## src/design/ulf_pkg.sv

```systemverilog
/*
  Package for the line format and baud generator block: register
  offsets, field positions, reset values and stop period lengths.
  Assumes a 32-bit AXI4-Lite register bus with 5-bit byte addresses.
*/
package ulf_pkg;
  localparam int unsigned AXI_AW = 5;
  localparam logic [4:0] OFF_LINE_FMT = 5'h00;
  localparam logic [4:0] OFF_DIV_LO = 5'h04;
  localparam logic [4:0] OFF_DIV_HI = 5'h08;
  localparam logic [4:0] OFF_STATUS = 5'h0C;
  localparam logic [1:0] RESP_OKAY = 2'h0;
  localparam logic [1:0] RESP_SLVERR = 2'h2;
  // Line format field positions
  localparam int unsigned FMT_LEN_LSB = 0;
  localparam int unsigned FMT_STOP_BIT = 2;
  localparam int unsigned FMT_PAR_EN_BIT = 3;
  localparam int unsigned FMT_EVEN_BIT = 4;
  localparam int unsigned FMT_STICK_BIT = 5;
  // Status field positions
  localparam int unsigned ST_PAR_ERR_BIT = 0;
  localparam int unsigned ST_FRM_ERR_BIT = 1;
  localparam int unsigned ST_CNT_LSB = 16;
  // Reset values
  localparam logic [5:0] FMT_RST = 6'h00;
  localparam logic [7:0] DIV_LO_RST = 8'h00;
  localparam logic [7:0] DIV_HI_RST = 8'h00;
  // Character length codes
  localparam logic [1:0] LEN_5 = 2'h0;
  localparam logic [1:0] LEN_6 = 2'h1;
  localparam logic [1:0] LEN_7 = 2'h2;
  localparam logic [1:0] LEN_8 = 2'h3;
  // Stop period in 16x ticks
  localparam logic [5:0] STOP_ONE_TICKS = 6'h10;
  localparam logic [5:0] STOP_HALF_TICKS = 6'h18;
  localparam logic [5:0] STOP_TWO_TICKS = 6'h20;
  localparam logic [15:0] DIV_MIN = 16'h0002;
endpackage : ulf_pkg

```

## src/design/ulf_line_format.sv

```systemverilog
/*
  Line format and baud generation for an asynchronous serial port:
  AXI4-Lite registers for character format and divisor, parity and
  stop period for the transmitter, parity and first-stop checks for
  the receiver, and a 16x baud tick.
  Assumes the shift datapaths sit outside and use the tick and the
  per-character strobes below.
// Behaviour
// - With parity enabled, parity bit sits between last data bit and stop bit.
// - Stop select 0 gives exactly one stop bit for any length.
// - Stop select 1 with five-bit characters gives one and a half stop bits.
// - Stop select 1 with six to eight bits gives two stop bits.
// - Receiver checks only the first stop bit.
// - Length field 00..11 selects five to eight data bits both directions.
// - Baud generator divides input clock by divisor giving sixteen times bit rate.
// - Any divisor from 2 to 65535 is accepted.
// - Divisor held in two byte latches forming one 16-bit value.
// - Writing either divisor byte reloads the baud counter at once.
// - Even select makes data plus parity ones even; cleared makes them odd.
// - Stick parity off means normal odd or even parity.
*/
// The AXI4-Lite interface to the registers and the address map were decided locally.
`timescale 1ns/1ps
`default_nettype none
module ulf_line_format (
  input wire logic core_clk_i,
  input wire logic rst_n_i,
  // AXI4-Lite slave
  input wire logic [4:0] s_axi_awaddr_i,
  input wire logic s_axi_awvalid_i,
  output logic s_axi_awready_o,
  input wire logic [31:0] s_axi_wdata_i,
  input wire logic [3:0] s_axi_wstrb_i,
  input wire logic s_axi_wvalid_i,
  output logic s_axi_wready_o,
  output logic [1:0] s_axi_bresp_o,
  output logic s_axi_bvalid_o,
  input wire logic s_axi_bready_i,
  input wire logic [4:0] s_axi_araddr_i,
  input wire logic s_axi_arvalid_i,
  output logic s_axi_arready_o,
  output logic [31:0] s_axi_rdata_o,
  output logic [1:0] s_axi_rresp_o,
  output logic s_axi_rvalid_o,
  input wire logic s_axi_rready_i,
  // Format to shift datapaths
  output logic tick_16x_o,
  output logic [1:0] char_len_o,
  output logic parity_en_o,
  // Transmit side
  input wire logic tx_load_i,
  input wire logic [7:0] tx_data_i,
  output logic tx_parity_o,
  output logic [5:0] tx_stop_ticks_o,
  // Receive side
  input wire logic rx_char_valid_i,
  input wire logic [7:0] rx_data_i,
  input wire logic rx_parity_i,
  input wire logic rx_stop_i,
  output logic rx_par_err_o,
  output logic rx_frm_err_o
);
  typedef struct packed {
    logic [1:0] len;
    logic stop_sel;
    logic par_en;
    logic par_even;
    logic stick;
    logic [7:0] div_lo;
    logic [7:0] div_hi;
    logic div_load;
    logic aw_got;
    logic [4:0] awaddr;
    logic w_got;
    logic [7:0] wdata;
    logic wstrb0;
    logic bvalid;
    logic [1:0] bresp;
    logic rvalid;
    logic [31:0] rdata;
    logic [1:0] rresp;
    logic tx_parity;
    logic [5:0] stop_ticks;
    logic par_err_p;
    logic frm_err_p;
    logic par_err_st;
    logic frm_err_st;
  } ulf_top_s;

  ulf_top_s q_ff;
  ulf_top_s nxt_q;
  logic [15:0] divisor;
  logic [15:0] baud_cnt;
  logic baud_tick;
  logic tx_par_bit;
  logic rx_par_exp;
  logic [5:0] stop_len;

  assign divisor = {q_ff.div_hi, q_ff.div_lo};

  ulf_baud_gen u_baud (
    .core_clk_i(core_clk_i),
    .rst_n_i(rst_n_i),
    .div_i(divisor),
    .load_i(q_ff.div_load),
    .tick_o(baud_tick),
    .cnt_o(baud_cnt)
  );

  ulf_parity u_tx_par (
    .data_i(tx_data_i),
    .len_i(q_ff.len),
    .even_i(q_ff.par_even),
    .stick_i(q_ff.stick),
    .parity_o(tx_par_bit)
  );

  ulf_parity u_rx_par (
    .data_i(rx_data_i),
    .len_i(q_ff.len),
    .even_i(q_ff.par_even),
    .stick_i(q_ff.stick),
    .parity_o(rx_par_exp)
  );

  always_comb begin
    if (!q_ff.stop_sel) begin
      stop_len = ulf_pkg::STOP_ONE_TICKS;
    end else if (q_ff.len == ulf_pkg::LEN_5) begin
      stop_len = ulf_pkg::STOP_HALF_TICKS;
    end else begin
      stop_len = ulf_pkg::STOP_TWO_TICKS;
    end
  end

  assign s_axi_awready_o = !q_ff.aw_got && !q_ff.bvalid;
  assign s_axi_wready_o = !q_ff.w_got && !q_ff.bvalid;
  assign s_axi_arready_o = !q_ff.rvalid;

  always_comb begin
    nxt_q = q_ff;
    nxt_q.div_load = 1'b0;
    nxt_q.par_err_p = 1'b0;
    nxt_q.frm_err_p = 1'b0;
    // Write channels, taken in either order
    if (s_axi_awvalid_i && s_axi_awready_o) begin
      nxt_q.aw_got = 1'b1;
      nxt_q.awaddr = s_axi_awaddr_i;
    end
    if (s_axi_wvalid_i && s_axi_wready_o) begin
      nxt_q.w_got = 1'b1;
      nxt_q.wdata = s_axi_wdata_i[7:0];
      nxt_q.wstrb0 = s_axi_wstrb_i[0];
    end
    if (q_ff.aw_got && q_ff.w_got) begin
      nxt_q.aw_got = 1'b0;
      nxt_q.w_got = 1'b0;
      nxt_q.bvalid = 1'b1;
      nxt_q.bresp = ulf_pkg::RESP_OKAY;
      case ({q_ff.awaddr[4:2], 2'h0})
        ulf_pkg::OFF_LINE_FMT: begin
          if (q_ff.wstrb0) begin
            nxt_q.len = q_ff.wdata[ulf_pkg::FMT_LEN_LSB +: 2];
            nxt_q.stop_sel = q_ff.wdata[ulf_pkg::FMT_STOP_BIT];
            nxt_q.par_en = q_ff.wdata[ulf_pkg::FMT_PAR_EN_BIT];
            nxt_q.par_even = q_ff.wdata[ulf_pkg::FMT_EVEN_BIT];
            nxt_q.stick = q_ff.wdata[ulf_pkg::FMT_STICK_BIT];
          end
        end
        ulf_pkg::OFF_DIV_LO: begin
          if (q_ff.wstrb0) begin
            nxt_q.div_lo = q_ff.wdata;
            nxt_q.div_load = 1'b1;
          end
        end
        ulf_pkg::OFF_DIV_HI: begin
          if (q_ff.wstrb0) begin
            nxt_q.div_hi = q_ff.wdata;
            nxt_q.div_load = 1'b1;
          end
        end
        ulf_pkg::OFF_STATUS: begin
          // Write one to clear
          if (q_ff.wstrb0 && q_ff.wdata[ulf_pkg::ST_PAR_ERR_BIT]) begin
            nxt_q.par_err_st = 1'b0;
          end
          if (q_ff.wstrb0 && q_ff.wdata[ulf_pkg::ST_FRM_ERR_BIT]) begin
            nxt_q.frm_err_st = 1'b0;
          end
        end
        default: nxt_q.bresp = ulf_pkg::RESP_SLVERR;
      endcase
    end
    if (q_ff.bvalid && s_axi_bready_i) begin
      nxt_q.bvalid = 1'b0;
    end
    // Read channel
    if (s_axi_arvalid_i && s_axi_arready_o) begin
      nxt_q.rvalid = 1'b1;
      nxt_q.rresp = ulf_pkg::RESP_OKAY;
      nxt_q.rdata = 32'h00000000;
      case ({s_axi_araddr_i[4:2], 2'h0})
        ulf_pkg::OFF_LINE_FMT: nxt_q.rdata[5:0] =
          {q_ff.stick, q_ff.par_even, q_ff.par_en, q_ff.stop_sel, q_ff.len};
        ulf_pkg::OFF_DIV_LO: nxt_q.rdata[7:0] = q_ff.div_lo;
        ulf_pkg::OFF_DIV_HI: nxt_q.rdata[7:0] = q_ff.div_hi;
        ulf_pkg::OFF_STATUS: begin
          nxt_q.rdata[ulf_pkg::ST_PAR_ERR_BIT] = q_ff.par_err_st;
          nxt_q.rdata[ulf_pkg::ST_FRM_ERR_BIT] = q_ff.frm_err_st;
          nxt_q.rdata[ulf_pkg::ST_CNT_LSB +: 16] = baud_cnt;
        end
        default: nxt_q.rresp = ulf_pkg::RESP_SLVERR;
      endcase
    end else if (q_ff.rvalid && s_axi_rready_i) begin
      nxt_q.rvalid = 1'b0;
    end
    // Transmit character framing
    if (tx_load_i) begin
      nxt_q.tx_parity = tx_par_bit;
      nxt_q.stop_ticks = stop_len;
    end
    // Receive checks; first stop bit only
    if (rx_char_valid_i) begin
      nxt_q.par_err_p = q_ff.par_en && (rx_parity_i != rx_par_exp);
      nxt_q.frm_err_p = !rx_stop_i;
    end
    // Event set wins over software clear
    if (nxt_q.par_err_p) begin
      nxt_q.par_err_st = 1'b1;
    end
    if (nxt_q.frm_err_p) begin
      nxt_q.frm_err_st = 1'b1;
    end
    if (!rst_n_i) begin
      nxt_q = '0;
      {nxt_q.stick, nxt_q.par_even, nxt_q.par_en, nxt_q.stop_sel, nxt_q.len} =
        ulf_pkg::FMT_RST;
      nxt_q.div_lo = ulf_pkg::DIV_LO_RST;
      nxt_q.div_hi = ulf_pkg::DIV_HI_RST;
      nxt_q.stop_ticks = ulf_pkg::STOP_ONE_TICKS;
    end
  end

  always_ff @(posedge core_clk_i) begin
    q_ff <= nxt_q;
  end

  assign s_axi_bresp_o = q_ff.bresp;
  assign s_axi_bvalid_o = q_ff.bvalid;
  assign s_axi_rdata_o = q_ff.rdata;
  assign s_axi_rresp_o = q_ff.rresp;
  assign s_axi_rvalid_o = q_ff.rvalid;
  assign tick_16x_o = baud_tick;
  assign char_len_o = q_ff.len;
  assign parity_en_o = q_ff.par_en;
  assign tx_parity_o = q_ff.tx_parity;
  assign tx_stop_ticks_o = q_ff.stop_ticks;
  assign rx_par_err_o = q_ff.par_err_p;
  assign rx_frm_err_o = q_ff.frm_err_p;

  a_stop_one: assert property (@(posedge core_clk_i) disable iff (!rst_n_i)
    (tx_load_i && !q_ff.stop_sel) |=> tx_stop_ticks_o == ulf_pkg::STOP_ONE_TICKS)
    else $error("one stop bit period wrong");
  a_stop_half: assert property (@(posedge core_clk_i) disable iff (!rst_n_i)
    (tx_load_i && q_ff.stop_sel && q_ff.len == ulf_pkg::LEN_5)
      |=> tx_stop_ticks_o == ulf_pkg::STOP_HALF_TICKS)
    else $error("one and a half stop period wrong");
  a_stop_two: assert property (@(posedge core_clk_i) disable iff (!rst_n_i)
    (tx_load_i && q_ff.stop_sel && q_ff.len != ulf_pkg::LEN_5)
      |=> tx_stop_ticks_o == ulf_pkg::STOP_TWO_TICKS)
    else $error("two stop period wrong");
  a_parity_even: assert property (@(posedge core_clk_i) disable iff (!rst_n_i)
    (tx_load_i && q_ff.par_en && !q_ff.stick && q_ff.len == ulf_pkg::LEN_8)
      |=> (^{$past(tx_data_i), tx_parity_o}) == !$past(q_ff.par_even))
    else $error("parity sense wrong");
  a_frame_first: assert property (@(posedge core_clk_i) disable iff (!rst_n_i)
    rx_char_valid_i |=> rx_frm_err_o == !$past(rx_stop_i))
    else $error("first stop bit check wrong");
  a_div_write: assert property (@(posedge core_clk_i) disable iff (!rst_n_i)
    (q_ff.aw_got && q_ff.w_got && q_ff.wstrb0 &&
      (q_ff.awaddr[4:2] == 3'h1 || q_ff.awaddr[4:2] == 3'h2))
      |=> q_ff.div_load ##1 baud_cnt == divisor)
    else $error("divisor write did not reload counter");
  a_len_field: assert property (@(posedge core_clk_i) disable iff (!rst_n_i)
    (q_ff.aw_got && q_ff.w_got && q_ff.wstrb0 && q_ff.awaddr[4:2] == 3'h0)
      |=> char_len_o == $past(q_ff.wdata[1:0]))
    else $error("length field not applied");
  a_reset_fmt: assert property (@(posedge core_clk_i)
    !rst_n_i |=> divisor == 16'h0000 && char_len_o == ulf_pkg::LEN_5 && !tick_16x_o)
    else $error("format not defined after reset");
  a_err_sticky: assert property (@(posedge core_clk_i) disable iff (!rst_n_i)
    (rx_par_err_o || rx_frm_err_o) |-> (q_ff.par_err_st || !rx_par_err_o) &&
      (q_ff.frm_err_st || !rx_frm_err_o))
    else $error("error pulse without sticky status");
  a_par_off: assert property (@(posedge core_clk_i) disable iff (!rst_n_i)
    (rx_char_valid_i && !q_ff.par_en) |=> !rx_par_err_o)
    else $error("parity checked while disabled");
  a_reset_stop: assert property (@(posedge core_clk_i)
    !rst_n_i |=> tx_stop_ticks_o == ulf_pkg::STOP_ONE_TICKS && !tx_parity_o)
    else $error("transmit framing not defined after reset");
endmodule : ulf_line_format
`default_nettype wire

```

## src/design/ulf_parity.sv

```systemverilog
/*
  Parity bit for one character of 5 to 8 data bits, used for transmit
  generation and receive checking alike.
  Assumes data beyond the selected length may hold any value.
*/
`timescale 1ns/1ps
`default_nettype none
module ulf_parity (
  input wire logic [7:0] data_i,
  input wire logic [1:0] len_i,
  input wire logic even_i,
  input wire logic stick_i,
  output logic parity_o
);
  logic [7:0] mask;
  logic ones_odd;

  always_comb begin
    case (len_i)
      ulf_pkg::LEN_5: mask = 8'h1F;
      ulf_pkg::LEN_6: mask = 8'h3F;
      ulf_pkg::LEN_7: mask = 8'h7F;
      default: mask = 8'hFF;
    endcase
    ones_odd = ^(data_i & mask);
    if (stick_i) begin
      parity_o = ~even_i;
    end else begin
      parity_o = even_i ? ones_odd : ~ones_odd;
    end
  end
endmodule : ulf_parity
`default_nettype wire

```

## src/design/ulf_baud_gen.sv

```systemverilog
/*
  Programmable baud generator: a 16-bit down counter that emits one
  16x tick every div_i clocks.
  Assumes load_i pulses for one cycle after a divisor byte changes.
*/
`timescale 1ns/1ps
`default_nettype none
module ulf_baud_gen (
  input wire logic core_clk_i,
  input wire logic rst_n_i,
  input wire logic [15:0] div_i,
  input wire logic load_i,
  output logic tick_o,
  output logic [15:0] cnt_o
);
  typedef struct packed {
    logic [15:0] cnt;
    logic tick;
  } ulf_baud_s;

  ulf_baud_s q_ff;
  ulf_baud_s nxt_q;

  always_comb begin
    nxt_q = q_ff;
    nxt_q.tick = 1'b0;
    if (!rst_n_i) begin
      nxt_q = '0;
    end else if (load_i) begin
      nxt_q.cnt = div_i;
    end else if (div_i == 16'h0000) begin
      // Zero divisor: generator stands still
      nxt_q.cnt = 16'h0000;
    end else if (q_ff.cnt <= 16'h0001) begin
      nxt_q.cnt = div_i;
      nxt_q.tick = 1'b1;
    end else begin
      nxt_q.cnt = q_ff.cnt - 16'h0001;
    end
  end

  always_ff @(posedge core_clk_i) begin
    q_ff <= nxt_q;
  end

  assign tick_o = q_ff.tick;
  assign cnt_o = q_ff.cnt;

  a_tick_reload: assert property (@(posedge core_clk_i) disable iff (!rst_n_i)
    tick_o |-> cnt_o == $past(div_i))
    else $error("tick without counter reload");
  a_tick_single: assert property (@(posedge core_clk_i) disable iff (!rst_n_i)
    (tick_o && div_i >= ulf_pkg::DIV_MIN && $stable(div_i) && !load_i) |=> !tick_o)
    else $error("tick longer than one cycle");
  a_load_counter: assert property (@(posedge core_clk_i) disable iff (!rst_n_i)
    load_i |=> (cnt_o == $past(div_i)) && !tick_o)
    else $error("divisor write did not reload counter");
  a_div_two_rate: assert property (@(posedge core_clk_i) disable iff (!rst_n_i)
    (tick_o && div_i == 16'h0002 && !load_i) ##1 (!load_i && div_i == 16'h0002) |=> tick_o)
    else $error("divisor two tick rate wrong");
endmodule : ulf_baud_gen
`default_nettype wire

```

## config.mk

```make
export PLATFORM = sky130hd
export DESIGN_NAME = ulf_line_format
export DESIGN_NICKNAME = d
export VERILOG_FILES = /design/src/design/ulf_pkg.sv /design/src/design/ulf_line_format.sv /design/src/design/ulf_parity.sv /design/src/design/ulf_baud_gen.sv
export SDC_FILE = /design/constraint.sdc
export NUM_CORES = 1
export LEC_CHECK = 0
export BUFFER_PORTS_ARGS = -buffer_cell sky130_fd_sc_hd__buf_2
export CORE_MARGIN = 5
export CORE_UTILIZATION = 52
export CTS_CLUSTER_DIAMETER = 100
export DETAILED_ROUTE_END_ITERATION = 7
export PLACE_DENSITY_LB_ADDON = 0.25
export REMOVE_ABC_BUFFERS = 1
export SLEW_MARGIN = 10
export SYNTH_ARGS = -nofsm -noshare
export SYNTH_HDL_FRONTEND = slang
export SYNTH_SLANG_ARGS = --single-unit
```

## constraint.sdc

```tcl
create_clock -name core_clk_i -period 2 [get_ports core_clk_i]
set_input_delay 0.4 -clock core_clk_i [delete_from_list [all_inputs] [get_ports core_clk_i]]
set_output_delay 0.4 -clock core_clk_i [all_outputs]
set_load 0.01 [all_outputs]
```

# ---- After elaboration in Yosys (flattened, before gate mapping)
# Cells that the tools add are included.
dict set report word_totals {
  output_inout_bits 54
  word_cells 112
  input_bits 73
  reg_bits 97
}
dict set report classes {
  reduce_logical 40
  addsub 1
  magnitude_cmp 1
  muxes 29
  bitwise_logic 6
  n_eq_ne 9
}
# op count
set op_table {}
lappend op_table {{16-bit 2-to-1 mux} 4}
lappend op_table {{8-bit one-hot mux with 3 select lines} 1}
lappend op_table {{8-bit bitwise AND} 2}
lappend op_table {{16-bit by 1-bit less-or-equal comparator with 1-bit output (second input constant)} 1}
lappend op_table {{16-bit zero test} 1}
lappend op_table {{8-bit XOR reduction} 2}
lappend op_table {{16-bit by 1-bit subtractor with 16-bit output (second input constant)} 1}
lappend op_table {{3-bit AND reduction} 5}
lappend op_table {{2-bit nonzero test} 7}
lappend op_table {{1-bit 2-to-1 mux} 13}
lappend op_table {{3-bit by 2-bit == test with 1-bit output (second input constant)} 4}
lappend op_table {{6-bit 2-to-1 mux} 2}
lappend op_table {{4-bit one-hot mux with 3 select lines} 1}
lappend op_table {{1-bit logical AND} 11}
lappend op_table {{2-bit 2-to-1 mux} 5}
lappend op_table {{2-bit one-hot mux with 4 select lines} 1}
lappend op_table {{4-bit OR reduction} 2}
lappend op_table {{3-bit by 1-bit == test with 1-bit output (second input constant)} 2}
lappend op_table {{3-bit zero test} 2}
lappend op_table {{1-bit zero test} 5}
lappend op_table {{1-bit NOT} 4}
lappend op_table {{2-bit one-hot mux with 2 select lines} 1}
lappend op_table {{2-bit OR reduction} 2}
lappend op_table {{3-bit OR reduction} 1}
lappend op_table {{other kinds (6)} 6}

# ---- Logic depth before layout (Yosys ltp)
dict set report logic_depth {
  ltp_word 12
  depth_mapped 9
}

# ---- Modules after synthesis
# From an unflattened synthesis, not the netlist that was laid out.
dict set report hier_totals {
  hier_cells 450
  hier_area_um2 4500.6
}
# mod instances seq_area_each_um2 area_each_um2 cells_each
set by_module_without_submodules {}
lappend by_module_without_submodules {ulf_line_format 1 1461.4 3330.7 330}
lappend by_module_without_submodules {ulf_baud_gen 1 340.3 902.1 94}
lappend by_module_without_submodules {ulf_parity 2 0.0 133.9 13}

# ---- Worst setup path after synthesis
# OpenSTA, ideal clock, no wires.
dict set report synth_timing {
  kind {register -> register}
  from {reg u_baud.q_ff (netlist bit u_baud.cnt_o[0])}
  to {reg u_baud.q_ff (netlist bit u_baud.cnt_o[0])}
  arrival_ns 1.650
  setup_slack_ns 0.264
  n_path_buf 2
  period_less_slack_ns 1.736
  stages_incl_launch_ff 9
  path_cell_list {dfxtp_1 -> inv_1 -> ha_1 -> buf_2 -> nor2_1 -> nor4_2 -> a21oi_4 -> buf_6 -> a211oi_1}
}
dict set report synth_via {
  elab_chain_cells 4
  word_cells_on_any_way 5
  classes_between {add/sub (1); order compare (1); mux (3)}
}
# element line_no
set synth_lines {}
lappend synth_lines {{from (decl)} ulf_baud_gen.sv:21} ;# ulf_baud_s q_ff;
lappend synth_lines {{from (signal assigned)} ulf_baud_gen.sv:43} ;# q_ff <= nxt_q;
lappend synth_lines {{16-bit by 1-bit subtractor with 16-bit output / 16-bit by 1-bit less-or-equal comparator with 1-bit output (equally long branches)} {ulf_baud_gen.sv:38, ulf_baud_gen.sv:34}}
lappend synth_lines {{16-bit 2-to-1 mux (*)} ulf_baud_gen.sv:34} ;# end else if (q_ff.cnt <= 16'h0001) begin
lappend synth_lines {{16-bit 2-to-1 mux (*)} ulf_baud_gen.sv:31} ;# end else if (div_i == 16'h0000) begin
lappend synth_lines {{16-bit 2-to-1 mux (*)} ulf_baud_gen.sv:29} ;# end else if (load_i) begin
# Every way passes the cells marked *; elsewhere a longest branch is shown, timed or not.
# A chain may end at the register's enable or synchronous reset.

# ---- Final worst setup path
dict set report layout_timing {
  from {reg q_ff (netlist bit divisor[11])}
  to {reg u_baud.q_ff (netlist bit u_baud.cnt_o[12])}
}
dict set report layout_via {
  elab_chain_cells 3
}
# element line_no
set layout_lines {}
lappend layout_lines {{from (decl)} ulf_line_format.sv:90} ;# ulf_top_s q_ff;
lappend layout_lines {{from (signal assigned)} ulf_line_format.sv:245} ;# q_ff <= nxt_q;
lappend layout_lines {{16-bit zero test} ulf_baud_gen.sv:31}
lappend layout_lines {{16-bit 2-to-1 mux} ulf_baud_gen.sv:31}
lappend layout_lines {{16-bit 2-to-1 mux} ulf_baud_gen.sv:29}
# No other way between the ends.

==> flow_summary.toml <==
[route]
total_wire_length_after_detailed_routing_um = 9410
dr_total_vias = 3514
drt_pass1_iterations = 4
avgRoutedWirePerCell_um = 14.2
post-route-drc-count = 0
detail_route.iter0.violations = 130
avgViaCountPerCell = 5.32
detail-route-antenna-nets = 0

[yosys]
post_synthesis_area_per_instance_um2 = 9.31
ys_top_cells_by_count = "sky130_fd_sc_hd__dfxtp_1 (90), sky130_fd_sc_hd__nor2b_1 (54), sky130_fd_sc_hd__buf_4 (44)"
synthesis.instances = 486
synth_async_sr_flop_share = 0
post-synth-top-area-cell = "sky130_fd_sc_hd__dfxtp_1"
synth_top_area_frac = 0.398
ys_warn_count = 0
synth_ff_type = "sky130_fd_sc_hd__dfxtp_1"
cell_area_after_synthesis_mm2 = 0.00453
synth.yosys.seq_area_share = 0.398
post-synth-top-count-cell = "sky130_fd_sc_hd__dfxtp_1"
synth-seq-cells = 90
post_synth_main_area_contributors = "sky130_fd_sc_hd__dfxtp_1 (40%), sky130_fd_sc_hd__nor2b_1 (7.5%), sky130_fd_sc_hd__buf_4 (7.3%), sky130_fd_sc_hd__mux2i_1 (7.1%), sky130_fd_sc_hd__a22oi_1 (4.0%)"
synth_edf_count = 0
synth.lib_cells_used.distinct = 59

[clock_network]
cts-buffers-inserted = 9
cts-root-buf = "sky130_fd_sc_hd__clkbuf_8"
worst_setup_hold_path_clk_slew_ps = 80
clock_insertion_delay_worst_skew_ps = 360
cts_tree = "done"
ctsLongestPathBuffers = 2
cts.htree.levels = 3
number_of_sinks_handled_by_clock_tree_synthesis = 90

[floorplanning]
floorplan.core_area_mm2 = 0.00859
boundaryPins = 127
die_y_um = 103
std_cell_rows = 34
initial_core_util = 0.527
die_w_um = 103
die-area_mm2 = 0.0107

[outcome]
outcome = "completed"

[power_and_ir_drop]
internal-power_mw = 2.67
power.net_switching_mw = 0.788
power_frac_comb = 0.077
totalPowerFinal_mw = 3.46
netSwitchingFraction = 0.228
power.density_mw_per_mm2 = 679
clkPwrFrac = 0.388
ir_worst_vdd_mv = 0.410
power_frac_seq = 0.534
static_leakage_power_nw = 2.10

[worst_setup_path]
crit_slowest_cell = "sky130_fd_sc_hd__nor4_1"
crit_chain = "nor4_1 -> a41oi_2 -> a31oi_2 -> o22ai_1 -> and2_1"
crit_type = "flop to flop"
timing.critical_path.from_type = "flop"
rr_worst_depth = 5
crit_fanout = 6
cp_slowest_stage_delay_ps = 460
critical_path_buf_inv_count = 0
cp_data_arrival_time_ps = 2090
path_depth = 5
critical_path_rt_ps = 2260
cpLargestDelayFamily = "compound AO/OA/AOI/OAI gates"
setup.worst_path.end_class = "flop"

[layout]
final_nets = 623
seqCellArea_mm2 = 0.00180
finalCoreUtilization = 0.593
areaGrowthSynthToFinish_pct = 12.7
n_antenna_cell = 0
multi_input_area_mm2 = 0.00230
drive_above_1_share = 0.255
instances_no_fill = 661
layout.filler_cells = 806

[grt]
grt_pass1_wl_um = 15300
grt_usage = 0.180
maximum_number_of_pins_on_one_net_before_global_route_repair = 42
antenna_violations_before_repair = 0
grt.overflow.total = 0
first_global_vias = 3334

[timing]
unrepaired_setup_endpoints_after_global_routing = "no"
worst_clock_skew_on_the_final_layout_ps = 5.61
finalHoldViolCount = 0
worstMarginPinSlew_ps = 529
fin_setup_tns_ps = 0
fin_crit_ps = 1830
setup-violations-final = 0
timing.final.max_slew_violations = 0
relSlewSlack = 0.646
layout_worst_path_cycle_share = 0.917
whs_ps = 212
fmax_mhz = 545

[placement]
count_of_placed_standard_cells_including_taps = 642
io_buffer_count = 82
dp.final_hpwl_um = 7030
gpl.final_weighted_congestion = 0.817

[worst_hold_path]
hold_depth = 2
min-delay-path-class = "primary input to flop"

[job]
drv_cap = 0
[path summary, 6_finish.rpt]
kind,from,endpoint,slack (ps)
worst min register to register,q_ff[49],q_ff[49],480
worst max register to register,divisor[11],u_baud.cnt_o[12],170
worst min-delay path,rx_stop_i,rx_frm_err_o,210
worst max-delay path,divisor[11],u_baud.cnt_o[12],170
[worst register-to-register path: cells and delay by family, from the launching register on]
kind	cells	cell delay, ps
and+or+nand+nor	2	620
AOI/OAI and AO/OA	3	760
DFF	1	360
[routing by layer]
| metal | vias to the layer above | track usage | routed length, µm |
|---|---|---|---|
| li1 | 1761 | - | - |
| met5 | - | 0 | 0 |
| met3 | 10 | 0.0516 | 503 |
| met1 | 1666 | 0.213 | 4230 |
| met4 | 0 | 0.0478 | 91 |
| met2 | 77 | 0.319 | 4590 |
[layout make-up]
type | instances | area share
repair buffers | 107 | 0.117
clock inverters | 6 | 0.0157
well taps | 108 | 0.0265
multi-input cells | 328 | 0.451
flip-flops and latches | 90 | 0.353
inverters | 12 | 0.00883
clock buffers | 10 | 0.0270
[through the flow]
step	cell area (µm²)	worst slack, ps
CTS	5060	86.1
global placement	4840	126
floorplan	4130	-16.8
detailed placement	4840	105
global route	5100	11.3
finish	5100	165
[what timing repair did]
item | 4_1_cts | 5_1_grt
hold buffers | 0 | 0
buffers inserted | 0 | 3
setup endpoints to repair | 0 | 12
resized for setup | 0 | 3
[power groups by stage]
stage | registers, mW | logic [mW] | clock network (mW)
floorplan | 1.89 | 0.147 | 0
global placement | 1.89 | 0.261 | 0
detailed placement | 1.89 | 0.267 | 0
CTS | 1.85 | 0.269 | 1.38
global route | 1.86 | 0.298 | 1.44
finish | 1.85 | 0.268 | 1.34
[sequential cells by signal (all words and copies together) (netlist names), 2 cells and up]
register         flops
divisor             16
tx_stop_ticks_o      3
q_ff                20
s_axi_rdata_o       24
char_len_o           2
u_baud.cnt_o        16
[kinds of logic after synthesis]
| logic type | Yosys count | share of synthesized area |
|---|---|---|
| buf+inv | 80 | 0.108 |
| other cells | 1 | 0.000829 |
| fa+ha+maj | 2 | 0.00553 |
| compound gates | 85 | 0.141 |
| flops | 90 | 0.398 |
| simple gates | 173 | 0.220 |
| mux | 34 | 0.0807 |
| xor+xnor | 21 | 0.0467 |
[layout by cell type, fill, tap and decap left out, drive strengths merged, types with 2 or more instances in the layout]
cell    synthesis  routed
a211oi          8       8
a21bo           2       2
a21boi         13      13
a21oi           4       4
a22o            2       2
a22oi          24      24
a31oi           2       2
and2           11      11
buf            53     107
bufinv          0       2
clkbuf         14      10
clkinv          0       4
conb            1      13
dfxtp          90      90
ha              2       2
inv            12      12
mux2i          32      32
mux4            2       2
nand2          41      41
nand2b          2       2
nand3          10      10
nand3b          3       3
nand4           7       7
nand4b          4       4
nor2           19      19
nor2b          54      54
nor3            7       7
nor3b           2       2
nor4            7       7
o211a           2       2
o211ai          5       5
o21a            2       2
o21ai           6       6
o22ai           7       7
o31ai           2       2
or4             2       2
xnor2           7       7
xnor3           2       2
xor2           12      12
Power figures use the tool's default switching activity.
